$ cat src/mcio_consts.vh
// Purpose: constants for the microcontroller i/o port block
// Assumes: apb byte addresses, one aligned word per register
// Notes:   offsets are local to the block
`ifndef MCIO_CONSTS_VH
`define MCIO_CONSTS_VH
// ****************************************
// register map
// ****************************************
`define MCIO_A_WAKE_CFG    12'h000
`define MCIO_A_WAKE_DATA   12'h004
`define MCIO_A_WAKE_PIN    12'h008
`define MCIO_A_SPEC_CFG    12'h00C
`define MCIO_A_SPEC_DATA   12'h010
`define MCIO_A_SPEC_PIN    12'h014
`define MCIO_A_NARROW_CFG  12'h018
`define MCIO_A_NARROW_DATA 12'h01C
`define MCIO_A_NARROW_PIN  12'h020
`define MCIO_A_STATUS      12'h024
// ****************************************
// field positions and values
// ****************************************
`define MCIO_RST8          8'h00
`define MCIO_RST4          4'h0
`define MCIO_ZERO24        24'h000000
`define MCIO_ZERO28        28'h0000000
`define MCIO_ZERO30        30'h00000000
`define MCIO_B_IRQ         0
`define MCIO_B_SUPV        1
`define MCIO_B_TCAP        2
`define MCIO_B_TIO         3
`define MCIO_B_SDO         4
`define MCIO_B_SCK         5
`define MCIO_B_IDLE        6
`define MCIO_B_HALT        7
`define MCIO_NARROW_W      4
`endif

$ cat src/mcio_pin.v
// Purpose: one i/o pin cell: mode decode and two-stage input sampling
// Assumes: pad level arrives asynchronously
// Notes:   mode pair is configuration bit and data bit
`timescale 1ns/1ns
`default_nettype none
module mcio_pin (
  // clock and reset
  input  wire clk_i,
  input  wire rstn_i,
  // settings
  input  wire cfg_i,
  input  wire dat_i,
  // pad
  input  wire pad_i,
  output wire pad_o,
  output wire pad_oe_o,
  output wire pull_o,
  output wire level_o
);
  reg meta;
  reg sync;
  // ****************************************
  // mode decode
  // ****************************************
  assign pad_oe_o = cfg_i;
  assign pad_o    = dat_i;
  assign pull_o   = ~cfg_i & dat_i;
  assign level_o  = sync;
  // ****************************************
  // input synchroniser
  // ****************************************
  always @(posedge clk_i or negedge rstn_i) begin
    if (!rstn_i) begin
      meta <= 1'b0;
      sync <= 1'b0;
    end else begin
      meta <= pad_i;
      sync <= meta;
    end
  end
endmodule // mcio_pin
`default_nettype wire

$ cat src/mcio_top.v
// Purpose: memory-mapped general-purpose i/o: wake port, special port, narrow port
// Assumes: apb slave, 32-bit data, zero-wait answers
// Notes:   option straps are parameters; pins are input, output, enable and pull-up groups
// Notes on behaviour
// - cfg/data pair: 00 hi-z in, 01 pulled-up in, 10 drive low, 11 drive high
// - two 8-bit ports and one narrow port, every bit set independently
// - each port has configuration, output data and pin level locations
// - all eight wake port pins feed the wakeup logic
// - special bit 6 is always a hi-z input
// - with supervisor option, bit 1 drives supervisor output with weak pull-up
// - without supervisor option, bit 1 is an ordinary i/o pin
// - with crystal option, bit 7 is the oscillator clock output
// - with rc option, bit 7 is hi-z input; rising edge wakes from halt
// - special data bits 6 and 7 read back as zero
// - writing one to special data bit 7 enters halt
// - writing one to special data bit 6 enters idle
// - special configuration bit 6 selects alternate serial clock phase
// - special configuration bit 7 enables restart delay leaving halt on rc
// - special pins carry serial, timer and external interrupt functions
//
// Design decisions made here: the register addresses and the APB interface to the registers.
`timescale 1ns/1ns
`default_nettype none
`include "mcio_consts.vh"
module mcio_top #(
  parameter SUPERVISOR_FITTED = 1'b1,
  parameter CRYSTAL_OSC       = 1'b0
) (
  // clock and reset
  input  wire        clk_i,
  input  wire        rstn_i,
  // apb slave
  input  wire        psel_i,
  input  wire        penable_i,
  input  wire        pwrite_i,
  input  wire [11:0] paddr_i,
  input  wire [31:0] pwdata_i,
  output wire [31:0] prdata_o,
  output wire        pready_o,
  output wire        pslverr_o,
  // wake port pins
  input  wire [7:0]  wake_pad_i,
  output wire [7:0]  wake_pad_o,
  output wire [7:0]  wake_pad_oe_o,
  output wire [7:0]  wake_pull_o,
  output wire [7:0]  wakeup_level_o,
  // special port pins
  input  wire [7:0]  spec_pad_i,
  output wire [7:0]  spec_pad_o,
  output wire [7:0]  spec_pad_oe_o,
  output wire [7:0]  spec_pull_o,
  // narrow port pins
  input  wire [3:0]  narrow_pad_i,
  output wire [3:0]  narrow_pad_o,
  output wire [3:0]  narrow_pad_oe_o,
  output wire [3:0]  narrow_pull_o,
  // on-chip functions
  input  wire        oscillator_clock_out_i,
  input  wire        supervisor_output_i,
  input  wire        serial_data_out_i,
  input  wire        serial_data_out_en_i,
  input  wire        timer_io_out_i,
  input  wire        timer_io_out_en_i,
  input  wire        halt_exit_i,
  input  wire        idle_exit_i,
  output wire        serial_data_in_o,
  output wire        serial_shift_clock_o,
  output wire        timer_io_pin_o,
  output wire        timer_capture_input_o,
  output wire        external_irq_input_o,
  output wire        alt_shift_clock_phase_o,
  output wire        halt_restart_delay_enable_o,
  output wire        halt_req_o,
  output wire        idle_req_o,
  output wire        halt_wake_o
);
  // ****************************************
  // registers
  // ****************************************
  reg  [7:0] wake_cfg;
  reg  [7:0] wake_data;
  reg  [7:0] spec_cfg;
  reg  [7:0] spec_data;
  reg  [3:0] narrow_cfg;
  reg  [3:0] narrow_data;
  reg        halt_req;
  reg        idle_req;
  reg        bit7_prev;
  reg        halt_wake;
  reg [31:0] prdata;
  reg [31:0] next_prdata;
  wire [7:0] wake_lvl;
  wire [7:0] spec_lvl;
  wire [3:0] narrow_lvl;
  wire [7:0] spec_cfg_eff;
  wire [7:0] spec_dat_eff;
  wire [7:0] spec_oe_raw;
  wire [7:0] spec_o_raw;
  wire [7:0] spec_pull_raw;
  wire       wr;
  wire       rd;
  wire       hit;
  wire [7:0] spec_data_rd;
  assign wr = psel_i & penable_i & pwrite_i;
  assign rd = psel_i & ~penable_i & ~pwrite_i;
  // ****************************************
  // pin cells
  // ****************************************
  genvar g;
  generate
    for (g = 0; g < 8; g = g + 1) begin : g_wake
      mcio_pin u_pin (
        .clk_i    (clk_i),
        .rstn_i   (rstn_i),
        .cfg_i    (wake_cfg[g]),
        .dat_i    (wake_data[g]),
        .pad_i    (wake_pad_i[g]),
        .pad_o    (wake_pad_o[g]),
        .pad_oe_o (wake_pad_oe_o[g]),
        .pull_o   (wake_pull_o[g]),
        .level_o  (wake_lvl[g])
      );
      mcio_pin u_spec (
        .clk_i    (clk_i),
        .rstn_i   (rstn_i),
        .cfg_i    (spec_cfg_eff[g]),
        .dat_i    (spec_dat_eff[g]),
        .pad_i    (spec_pad_i[g]),
        .pad_o    (spec_o_raw[g]),
        .pad_oe_o (spec_oe_raw[g]),
        .pull_o   (spec_pull_raw[g]),
        .level_o  (spec_lvl[g])
      );
    end
    for (g = 0; g < `MCIO_NARROW_W; g = g + 1) begin : g_narrow
      mcio_pin u_pin (
        .clk_i    (clk_i),
        .rstn_i   (rstn_i),
        .cfg_i    (narrow_cfg[g]),
        .dat_i    (narrow_data[g]),
        .pad_i    (narrow_pad_i[g]),
        .pad_o    (narrow_pad_o[g]),
        .pad_oe_o (narrow_pad_oe_o[g]),
        .pull_o   (narrow_pull_o[g]),
        .level_o  (narrow_lvl[g])
      );
    end
  endgenerate
  assign wakeup_level_o = wake_lvl;
  // ****************************************
  // special port overrides
  // ****************************************
  // bits 6 and 7 are forced to hi-z input inside the cell; owners drive them here
  assign spec_cfg_eff = {2'b00, spec_cfg[5:0]};
  assign spec_dat_eff = {2'b00, spec_data[5:0]};
  // serial data out and timer i/o take over their pins when enabled
  assign spec_pad_oe_o[`MCIO_B_IRQ]  = spec_oe_raw[`MCIO_B_IRQ];
  assign spec_pad_o[`MCIO_B_IRQ]     = spec_o_raw[`MCIO_B_IRQ];
  assign spec_pull_o[`MCIO_B_IRQ]    = spec_pull_raw[`MCIO_B_IRQ];
  // supervisor: weak pull-up high, driven low when output low
  assign spec_pad_oe_o[`MCIO_B_SUPV] = SUPERVISOR_FITTED ?
    ~supervisor_output_i : spec_oe_raw[`MCIO_B_SUPV];
  assign spec_pad_o[`MCIO_B_SUPV]    = SUPERVISOR_FITTED ?
    1'b0 : spec_o_raw[`MCIO_B_SUPV];
  assign spec_pull_o[`MCIO_B_SUPV]   = SUPERVISOR_FITTED ?
    1'b1 : spec_pull_raw[`MCIO_B_SUPV];
  assign spec_pad_oe_o[`MCIO_B_TCAP] = spec_oe_raw[`MCIO_B_TCAP];
  assign spec_pad_o[`MCIO_B_TCAP]    = spec_o_raw[`MCIO_B_TCAP];
  assign spec_pull_o[`MCIO_B_TCAP]   = spec_pull_raw[`MCIO_B_TCAP];
  assign spec_pad_oe_o[`MCIO_B_TIO]  = spec_oe_raw[`MCIO_B_TIO] | timer_io_out_en_i;
  assign spec_pad_o[`MCIO_B_TIO]     = timer_io_out_en_i ?
    timer_io_out_i : spec_o_raw[`MCIO_B_TIO];
  assign spec_pull_o[`MCIO_B_TIO]    = spec_pull_raw[`MCIO_B_TIO];
  assign spec_pad_oe_o[`MCIO_B_SDO]  = spec_oe_raw[`MCIO_B_SDO] | serial_data_out_en_i;
  assign spec_pad_o[`MCIO_B_SDO]     = serial_data_out_en_i ?
    serial_data_out_i : spec_o_raw[`MCIO_B_SDO];
  assign spec_pull_o[`MCIO_B_SDO]    = spec_pull_raw[`MCIO_B_SDO];
  assign spec_pad_oe_o[`MCIO_B_SCK]  = spec_oe_raw[`MCIO_B_SCK];
  assign spec_pad_o[`MCIO_B_SCK]     = spec_o_raw[`MCIO_B_SCK];
  assign spec_pull_o[`MCIO_B_SCK]    = spec_pull_raw[`MCIO_B_SCK];
  assign spec_pad_oe_o[`MCIO_B_IDLE] = 1'b0;
  assign spec_pad_o[`MCIO_B_IDLE]    = 1'b0;
  assign spec_pull_o[`MCIO_B_IDLE]   = 1'b0;
  assign spec_pad_oe_o[`MCIO_B_HALT] = CRYSTAL_OSC;
  assign spec_pad_o[`MCIO_B_HALT]    = CRYSTAL_OSC ? oscillator_clock_out_i : 1'b0;
  assign spec_pull_o[`MCIO_B_HALT]   = 1'b0;
  // ****************************************
  // alternate functions
  // ****************************************
  assign external_irq_input_o   = spec_lvl[`MCIO_B_IRQ];
  assign timer_capture_input_o  = spec_lvl[`MCIO_B_TCAP];
  assign timer_io_pin_o         = spec_lvl[`MCIO_B_TIO];
  assign serial_shift_clock_o   = spec_lvl[`MCIO_B_SCK];
  assign serial_data_in_o       = spec_lvl[`MCIO_B_IDLE];
  assign alt_shift_clock_phase_o     = spec_cfg[`MCIO_B_IDLE];
  assign halt_restart_delay_enable_o = spec_cfg[`MCIO_B_HALT] & ~CRYSTAL_OSC;
  assign halt_req_o  = halt_req;
  assign idle_req_o  = idle_req;
  assign halt_wake_o = halt_wake;
  // ****************************************
  // register writes and mode requests
  // ****************************************
  always @(posedge clk_i or negedge rstn_i) begin
    if (!rstn_i) begin
      wake_cfg    <= `MCIO_RST8;
      wake_data   <= `MCIO_RST8;
      spec_cfg    <= `MCIO_RST8;
      spec_data   <= `MCIO_RST8;
      narrow_cfg  <= `MCIO_RST4;
      narrow_data <= `MCIO_RST4;
      halt_req    <= 1'b0;
      idle_req    <= 1'b0;
      bit7_prev   <= 1'b0;
      halt_wake   <= 1'b0;
    end else begin
      bit7_prev <= spec_lvl[`MCIO_B_HALT];
      halt_wake <= ~CRYSTAL_OSC & halt_req &
                   spec_lvl[`MCIO_B_HALT] & ~bit7_prev;
      if (halt_exit_i | halt_wake)
        halt_req <= 1'b0;
      if (idle_exit_i)
        idle_req <= 1'b0;
      if (wr) begin
        case (paddr_i)
          `MCIO_A_WAKE_CFG:    wake_cfg    <= pwdata_i[7:0];
          `MCIO_A_WAKE_DATA:   wake_data   <= pwdata_i[7:0];
          `MCIO_A_SPEC_CFG:    spec_cfg    <= pwdata_i[7:0];
          `MCIO_A_SPEC_DATA: begin
            spec_data <= pwdata_i[7:0];
            if (pwdata_i[`MCIO_B_HALT])
              halt_req <= 1'b1;
            if (pwdata_i[`MCIO_B_IDLE])
              idle_req <= 1'b1;
          end
          `MCIO_A_NARROW_CFG:  narrow_cfg  <= pwdata_i[3:0];
          `MCIO_A_NARROW_DATA: narrow_data <= pwdata_i[3:0];
          default: ;
        endcase
      end
    end
  end
  // ****************************************
  // register reads
  // ****************************************
  assign spec_data_rd = {2'b00, spec_data[5:0]};
  assign hit = (paddr_i == `MCIO_A_WAKE_CFG)   | (paddr_i == `MCIO_A_WAKE_DATA) |
               (paddr_i == `MCIO_A_WAKE_PIN)   | (paddr_i == `MCIO_A_SPEC_CFG)  |
               (paddr_i == `MCIO_A_SPEC_DATA)  | (paddr_i == `MCIO_A_SPEC_PIN)  |
               (paddr_i == `MCIO_A_NARROW_CFG) | (paddr_i == `MCIO_A_NARROW_DATA) |
               (paddr_i == `MCIO_A_NARROW_PIN) | (paddr_i == `MCIO_A_STATUS);
  always @* begin
    next_prdata = prdata;
    if (rd) begin
      case (paddr_i)
        `MCIO_A_WAKE_CFG:    next_prdata = {`MCIO_ZERO24, wake_cfg};
        `MCIO_A_WAKE_DATA:   next_prdata = {`MCIO_ZERO24, wake_data};
        `MCIO_A_WAKE_PIN:    next_prdata = {`MCIO_ZERO24, wake_lvl};
        `MCIO_A_SPEC_CFG:    next_prdata = {`MCIO_ZERO24, spec_cfg};
        `MCIO_A_SPEC_DATA:   next_prdata = {`MCIO_ZERO24, spec_data_rd};
        `MCIO_A_SPEC_PIN:    next_prdata = {`MCIO_ZERO24, spec_lvl};
        `MCIO_A_NARROW_CFG:  next_prdata = {`MCIO_ZERO28, narrow_cfg};
        `MCIO_A_NARROW_DATA: next_prdata = {`MCIO_ZERO28, narrow_data};
        `MCIO_A_NARROW_PIN:  next_prdata = {`MCIO_ZERO28, narrow_lvl};
        `MCIO_A_STATUS:      next_prdata = {`MCIO_ZERO30, idle_req, halt_req};
        default:             next_prdata = {`MCIO_ZERO24, `MCIO_RST8};
      endcase
    end
  end
  always @(posedge clk_i or negedge rstn_i) begin
    if (!rstn_i)
      prdata <= {`MCIO_ZERO24, `MCIO_RST8};
    else
      prdata <= next_prdata;
  end
  assign prdata_o  = prdata;
  assign pready_o  = 1'b1;
  assign pslverr_o = psel_i & penable_i & ~hit;
endmodule // mcio_top
`default_nettype wire

$ cat config.mk
export PLATFORM = sky130hd
export DESIGN_NAME = mcio_top
export DESIGN_NICKNAME = d
export VERILOG_FILES = /design/src/mcio_pin.v /design/src/mcio_top.v
export VERILOG_INCLUDE_DIRS = /design/src /design/src/src
export SDC_FILE = /design/constraint.sdc
export NUM_CORES = 1
export LEC_CHECK = 0
export BUFFER_PORTS_ARGS = -buffer_cell sky130_fd_sc_hd__buf_4
export CORE_ASPECT_RATIO = 2
export CORE_MARGIN = 2
export CORE_UTILIZATION = 48
export CTS_BUF_LIST = sky130_fd_sc_hd__clkbuf_16
export DETAILED_ROUTE_END_ITERATION = 12
export PLACE_DENSITY = 0.81
export SLEW_MARGIN = 10
export SYNTH_ARGS = -nofsm -noshare
export SYNTH_HDL_FRONTEND = slang
export SYNTH_SLANG_ARGS = --single-unit
$ cat constraint.sdc
create_clock -name clk_i -period 1.9 [get_ports clk_i]
set_input_delay 0.285 -clock clk_i [delete_from_list [all_inputs] [get_ports clk_i]]
set_output_delay 0.285 -clock clk_i [all_outputs]
set_load 0.01 [all_outputs]
==> impl_metrics.env, run 1 <==
export IMPL_clkPwrFrac=0.446
export IMPL_max_freq_ghz=0.567
export IMPL_synth_ff_type="dfrtp_1"
export IMPL_holdBufCountCts=1
export IMPL_grt_pass1_vias=3063
export IMPL_outcome="complete, no violations"
export IMPL_finalCritPeriodShare=0.928
export IMPL_power_leakage_nw=2.83
export IMPL_cts_setup_buffers=0
export IMPL_regArea_um2=2250
export IMPL_clock_root_buffer="clkbuf_16"
export IMPL_seqPwrFrac=0.471
export IMPL_via_per_inst=5.11
export IMPL_finalHoldViolCount=0
export IMPL_core_area_um2=8890
export IMPL_gr_usage_all_layers=0.222
export IMPL_crit_type="in2reg"
export IMPL_grt_overflow=0
export IMPL_whs_ns=0.0460
export IMPL_power_per_cell_area_nw_per_um2=767
export IMPL_ys_ff_latch=90
export IMPL_cp_max_fo=4
export IMPL_start_util=0.489
export IMPL_die_h_um=139
export IMPL_wl_mm=10.6
export IMPL_fin_crit_ns=1.76
export IMPL_syn_avg_cell_area_um2=12.1
export IMPL_avgRoutedWirePerCell_um=18.5
export IMPL_cts_tree="done"
export IMPL_cts_resized=0
export IMPL_drc=0
export IMPL_multi_input_area_um2=1500
export IMPL_h_tree_depth=3
export IMPL_first_pass_iters=4
export IMPL_synth_edf_count=0
export IMPL_final_nets=545
export IMPL_worstPathArrival_ns=1.99
export IMPL_path_clk_slew_ns=0.06
export IMPL_clock_sinks=90
export IMPL_layout_drive_gt1_share=0.505
export IMPL_hold_path_class="in2reg"
export IMPL_layout_commonest_cell="buf_4"
export IMPL_port_buffer_count=130
export IMPL_gp_congestion=0.963
export IMPL_grt_max_degree=54
export IMPL_die_x_um=71.3
export IMPL_ys_warn_count=0
export IMPL_antenna_found_initial=0
export IMPL_p_comb_frac=0.083
export IMPL_area_growth_pct=25.9
export IMPL_switching_share=0.222
export IMPL_grt_first_pass_wirelength_mm=16.5
export IMPL_p_int_mw=3.27
export IMPL_cp_start_kind="primary input"
export IMPL_route_vias_total=2938
export IMPL_hpwl_mm=8.30
export IMPL_ios=189
export IMPL_p_switching_mw=0.934
export IMPL_skew_ns=0.00415
export IMPL_ys_seq_area_frac=0.518
export IMPL_fillers=717
export IMPL_syn_inst=358
export IMPL_clk_latency_ns=0.34
export IMPL_cts_buffers=9
export IMPL_async_reset_ff_frac=1.00
export IMPL_dieArea_um2=9880
export IMPL_ant_nets=0
export IMPL_rsz0062_at_grt="no"
export IMPL_fin_area_um2=5480
export IMPL_cts_path_max_buffers=2
export IMPL_crit_required_ns=2.12
export IMPL_timing_max_cap_violations=0
export IMPL_layout_common_cells="164 x buf_4, 90 x dfrtp_1, 38 x mux2_2"
export IMPL_syn_area_um2=4350
export IMPL_drv_slew=0
export IMPL_endpoint_kind="flop"
export IMPL_peakVddDrop_v=0.000775
export IMPL_row_count=49
export IMPL_setup_violations=0
export IMPL_num_antenna_cells=0
export IMPL_dpl_cell_area_um2=5150
export IMPL_yosysUniqueCellTypes=40
export IMPL_drtIter0Drc=122
Yosys cell counts, types with 2 or more instances:
cell,number,area share
o21ai_0,7,0.0081
clkbuf_1,8,0.0069
o32ai_1,4,0.0081
nor2b_1,19,0.027
buf_4,88,0.15
o31ai_1,2,0.0035
a22o_1,4,0.0081
o32a_1,2,0.0046
nor4_1,2,0.0029
or2_2,5,0.0072
nand3_1,5,0.0058
conb_1,2,0.0017
a221o_1,3,0.0069
buf_2,2,0.0023
nor2_1,11,0.0095
mux2_2,38,0.098
mux2_4,4,0.014
mux2i_1,10,0.023
dfrtp_1,90,0.52
a21oi_1,3,0.0035
nor2_2,4,0.0058
a32oi_1,3,0.0060
or3_1,2,0.0029
inv_1,5,0.0043
mux4_2,4,0.021
nand4_1,3,0.0043
nand2_1,10,0.0086
a22oi_1,5,0.0086
and3b_1,2,0.0040
final timing paths:
kind | start | slack [ns] | depth (start not counted) | to
max | paddr_i[8] | 0.14 | 6 | narrow_cfg[3]
min | wake_pad_i[3] | 0.05 | 1 | g_wake[3].u_pin.meta
max reg2reg | narrow_cfg[1] | 0.30 | 4 | prdata_o[1]
min reg2reg | g_wake[2].u_pin.meta | 0.35 | 0 | g_wake[2].u_pin.level_o
max in group asynchronous | rstn_i | 1.01 | 3 | spec_data[0]
min in group asynchronous | rstn_i | 0.32 | 2 | g_wake[3].u_pin.meta
stage by stage:
step                utilization  setup WS, ns  setup TNS, ns  instances  power (mW)
floorplan                     -        -0.105         -0.422        389        2.20
global placement          0.579        -0.209          -5.96        558        2.35
detailed placement        0.579        -0.220          -6.02        558        2.36
CTS                       0.616         0.143              0        575        4.24
global route              0.616        0.0473              0        575        4.36
finish                    0.616         0.137              0        575        4.20
layout make-up:
cell class | count | area share
Clock buffer | 9 | 0.0411
Clock inverter | 7 | 0.0169
Inverter | 5 | 0.00343
Multi-Input combinational cell | 196 | 0.274
Sequential cell | 90 | 0.411
Tap cell | 102 | 0.0233
Timing Repair Buffer | 166 | 0.230
routing by layer:
layer | vias to the layer above | track usage | wire (um)
li1 | 1341 | - | -
met1 | 1452 | 0.250 | 3790
met2 | 130 | 0.399 | 6000
met3 | 15 | 0.0487 | 593
met4 | 0 | 0.0844 | 234
met5 | - | 0 | 0
registers in the layout, summed over array words and instances, names as in the netlist:
signal / count
g_narrow.u_pin.meta: 4
g_wake.u_spec.level_o: 8
g_wake.u_pin.level_o: 8
g_narrow.u_pin.level_o: 4
g_wake.u_pin.meta: 8
wake_data: 8
bit7_prev: 1
wake_cfg: 8
g_wake.u_spec.meta: 8
halt_wake_o: 1
halt_req_o: 1
prdata_o: 8
idle_req_o: 1
spec_cfg: 8
narrow_data: 4
spec_data: 6
narrow_cfg: 4
power groups by stage:
stage                     Combinational [mW]  Sequential, mW  Clock, mW
final                                  0.347            1.98       1.87
after global routing                   0.376            1.98       2.00
after CTS                              0.348            1.98       1.91
after detailed placement               0.345            2.02          0
after global placement                 0.340            2.01          0
after floorplan                        0.184            2.01          0
worst max-delay path: stages:
cell,delay [ns]
buf_4,0.12
nor4_4,0.35
nand2_2,0.10
or3_4,0.34
or4_4,0.48
mux2_4,0.32
cells by family after synthesis:
group,count (synthesis),synth area share
AO/OA/AOI/OAI,36,0.0624
buffers and inverters,103,0.165
flip-flops,90,0.518
multiplexers,57,0.159
other,2,0.00173
AND/OR/NAND/NOR,70,0.0941
(Power assumes the default switching activity.)
==> run 2, diff against run 1 <==
--- a/config.mk
+++ b/config.mk
@@ -6,13 +6,14 @@
 export SDC_FILE = /design/constraint.sdc
 export NUM_CORES = 1
 export LEC_CHECK = 0
+export ABC_AREA = 1
 export BUFFER_PORTS_ARGS = -buffer_cell sky130_fd_sc_hd__buf_4
 export CORE_ASPECT_RATIO = 2
 export CORE_MARGIN = 2
 export CORE_UTILIZATION = 48
 export CTS_BUF_LIST = sky130_fd_sc_hd__clkbuf_16
 export DETAILED_ROUTE_END_ITERATION = 12
-export PLACE_DENSITY = 0.81
+export PLACE_DENSITY = 0.8
 export SLEW_MARGIN = 10
 export SYNTH_ARGS = -nofsm -noshare
 export SYNTH_HDL_FRONTEND = slang
==> impl_metrics.env, run 2 <==
export IMPL_clock_sinks=90
export IMPL_gr_usage_met2=0.352
export IMPL_grt_busiest_layer="met2"
export IMPL_gp_congestion=0.872
export IMPL_avgRoutedWirePerCell_um=14.5
export IMPL_switching_share=0.227
export IMPL_ys_warn_count=0
export IMPL_area_growth_pct=20.4
export IMPL_p_switching_mw=0.952
export IMPL_reg2reg_slack_ns=0.87
export IMPL_port_buffer_count=130
export IMPL_syn_area_um2=4490
export IMPL_power_leakage_nw=2.87
export IMPL_grt_overflow=0
export IMPL_power_mw=4.19
export IMPL_grt_max_degree=46
export IMPL_worstPathArrival_ns=1.47
export IMPL_use_met3=0.0536
export IMPL_clock_root_buffer="clkbuf_16"
export IMPL_drtIter0Drc=372
export IMPL_cts_setup_buffers=0
export IMPL_clkPwrFrac=0.461
export IMPL_pre_cts_ws_ns=0.146
export IMPL_power_per_cell_area_nw_per_um2=776
export IMPL_multi_input_area_um2=1430
export IMPL_cts_buffers=9
export IMPL_layout_common_cells="137 x buf_4, 108 x nand2_1, 90 x dfrtp_1"
export IMPL_drv_slew=0
export IMPL_cts_path_max_buffers=2
export IMPL_async_reset_ff_frac=1.00
export IMPL_skew_ns=0.00961
export IMPL_synth_top_area_frac=0.502
export IMPL_grtUsageMet1=0.263
export IMPL_wl_mm=10.4
export IMPL_path_clk_slew_ns=0.07
export IMPL_route_vias_total=3488
export IMPL_synth_edf_count=0
export IMPL_via_per_inst=4.88
export IMPL_h_tree_depth=3
export IMPL_ys_seq_area_frac=0.502
export IMPL_yosys_top_cells_count="108 x nand2_1, 90 x dfrtp_1, 89 x buf_4"
export IMPL_ys_ff_latch=90
export IMPL_p_int_mw=3.24
export IMPL_row_count=50
export IMPL_cp_start_kind="primary input"
export IMPL_grt_first_pass_wirelength_mm=16.4
export IMPL_grt_pass1_vias=3374
export IMPL_fillers=822
export IMPL_drc=0
export IMPL_regArea_um2=2250
export IMPL_hpwl_mm=7.88
export IMPL_start_util=0.488
export IMPL_core_area_um2=9200
export IMPL_setup_slack_ns=0.149
export IMPL_peakVddDrop_v=0.000696
export IMPL_post_route_util=0.587
export IMPL_antenna_found_initial=0
export IMPL_crit_chain="buf_4, nor2_1, nand2_2, nor2_4, nand2_1, nand2_1, o21ai_0, nand3_1, nor2_1, buf_4"
export IMPL_dieArea_um2=10200
export IMPL_synth_area_leader_cell="dfrtp_1"
export IMPL_layout_commonest_cell="buf_4"
export IMPL_crit_required_ns=1.62
export IMPL_first_pass_iters=4
export IMPL_finalCritPeriodShare=0.922
export IMPL_die_x_um=72.4
export IMPL_setup_violations=0
export IMPL_layout_drive_gt1_share=0.291
export IMPL_critPathMaxStageDelay_ns=0.24
export IMPL_die_h_um=141
export IMPL_rsz0062_at_grt="no"
export IMPL_synth_most_common_cell="nand2_1"
export IMPL_ant_nets=0
export IMPL_yosysUniqueCellTypes=23
export IMPL_final_nets=683
export IMPL_max_freq_ghz=0.571
export IMPL_p_comb_frac=0.067
export IMPL_syn_inst=522
export IMPL_finalNonFillerCells=715
export IMPL_finalHoldViolCount=0
export IMPL_seqPwrFrac=0.473
export IMPL_gr_usage_all_layers=0.211
export IMPL_timing_max_cap_violations=0
export IMPL_num_antenna_cells=0
export IMPL_fin_crit_ns=1.75
export IMPL_crit_type="in2out"
export IMPL_post_place_cells=698
export IMPL_crit_path_top_delay_cell="nor2_4"
export IMPL_clk_latency_ns=0.35
export IMPL_ios=189
export IMPL_tns_ns=0
export IMPL_synth_area_top_cells="dfrtp_1 50%, buf_4 15%, nand2_1 9.0%, nand3_1 5.4%, inv_1 4.3%"
export IMPL_outcome="complete, no violations"
export IMPL_hold_path_class="in2reg"
export IMPL_syn_avg_cell_area_um2=8.60
export IMPL_cp_max_fo=7
export IMPL_synth_ff_type="dfrtp_1"
export IMPL_endpoint_kind="output port"
export IMPL_cts_tree="done"
==> run 2: changes by cell type after synthesis, moves of 8 or more <==
cell and delta:
nand2_1 +98, inv_1 +46, nand3_1 +43, mux2_2 -38
nor2_1 +36, o21ai_1 +23, o21ai_0 +22, nor2b_1 -19
mux2i_1 -10, clkbuf_1 -8
==> run 2: power by group through the flow <==
stage,sequential [mW],clock (mW),combinational (mW)
after floorplan,2.01,0,0.158
after global placement,2.02,0,0.275
after detailed placement,2.02,0,0.280
after CTS,1.98,1.96,0.283
after global routing,1.98,2.05,0.311
final,1.98,1.93,0.280
==> run 2: metrics by stage <==
| step | hold WS [ns] | area (um^2) |
|---|---|---|
| after global routing | 0.0331 | 5400 |
| final | 0.0407 | 5400 |
| after floorplan | -0.0106 | 4600 |
| after detailed placement | 0.189 | 5070 |
| after global placement | 0.183 | 5070 |
| after CTS | 0.0346 | 5400 |
==> run 2: cell type report <==
class	count	share of cell area
Sequential cell	90	0.417
Multi-Input combinational cell	311	0.265
Timing Repair Buffer	139	0.196
Clock buffer	9	0.0417
Inverter	55	0.0382
Tap cell	104	0.0241
Clock inverter	7	0.0185
==> run 2: path summary, 6_finish.rpt <==
check / endpoint / startpoint / cells past startpoint
setup / recovery: pslverr_o / paddr_i[9] / 10
hold / removal: g_wake[0].u_pin.meta / wake_pad_i[0] / 1
setup reg to reg: prdata_o[1] / idle_req_o / 6
hold reg to reg: g_wake[6].u_spec.level_o / g_wake[6].u_spec.meta / 0
max in group asynchronous: g_wake[7].u_spec.meta / rstn_i / 3
min in group asynchronous: g_wake[0].u_pin.level_o / rstn_i / 2
==> run 2: worst max-delay path, delay by kind of cell <==
| kind | cells | cell delay, ns |
|---|---|---|
| AOI/OAI and AO/OA | 1 | 0.08 |
| buffers and inverters | 2 | 0.25 |
| and+or+nand+nor | 7 | 0.85 |
==> run 2: logic make-up (layout without fill, tap and decap cells) <==
group | after synthesis | in the layout | share of synthesized area
compound gates | 54 | 54 | 0.0614
flops | 90 | 90 | 0.502
buf+inv | 152 | 210 | 0.205
simple gates | 224 | 224 | 0.230
other cells | 2 | 33 | 0.00167
==> run 2: layer usage <==
| layer | vias up | part of all wire |
|---|---|---|
| li1 | 1688 | - |
| met1 | 1625 | 0.38 |
| met2 | 158 | 0.51 |
| met3 | 17 | 0.088 |
| met4 | 0 | 0.020 |
| met5 | - | 0 |
==> run 2: repair_timing <==
| item | 4_1_cts | 5_1_grt |
|---|---|---|
| endpoints found under the hold margin | 18 | 0 |
| hold buffers | 1 | 0 |
| endpoints found under the setup margin | 0 | 1 |
| gates resized for setup | 0 | 0 |
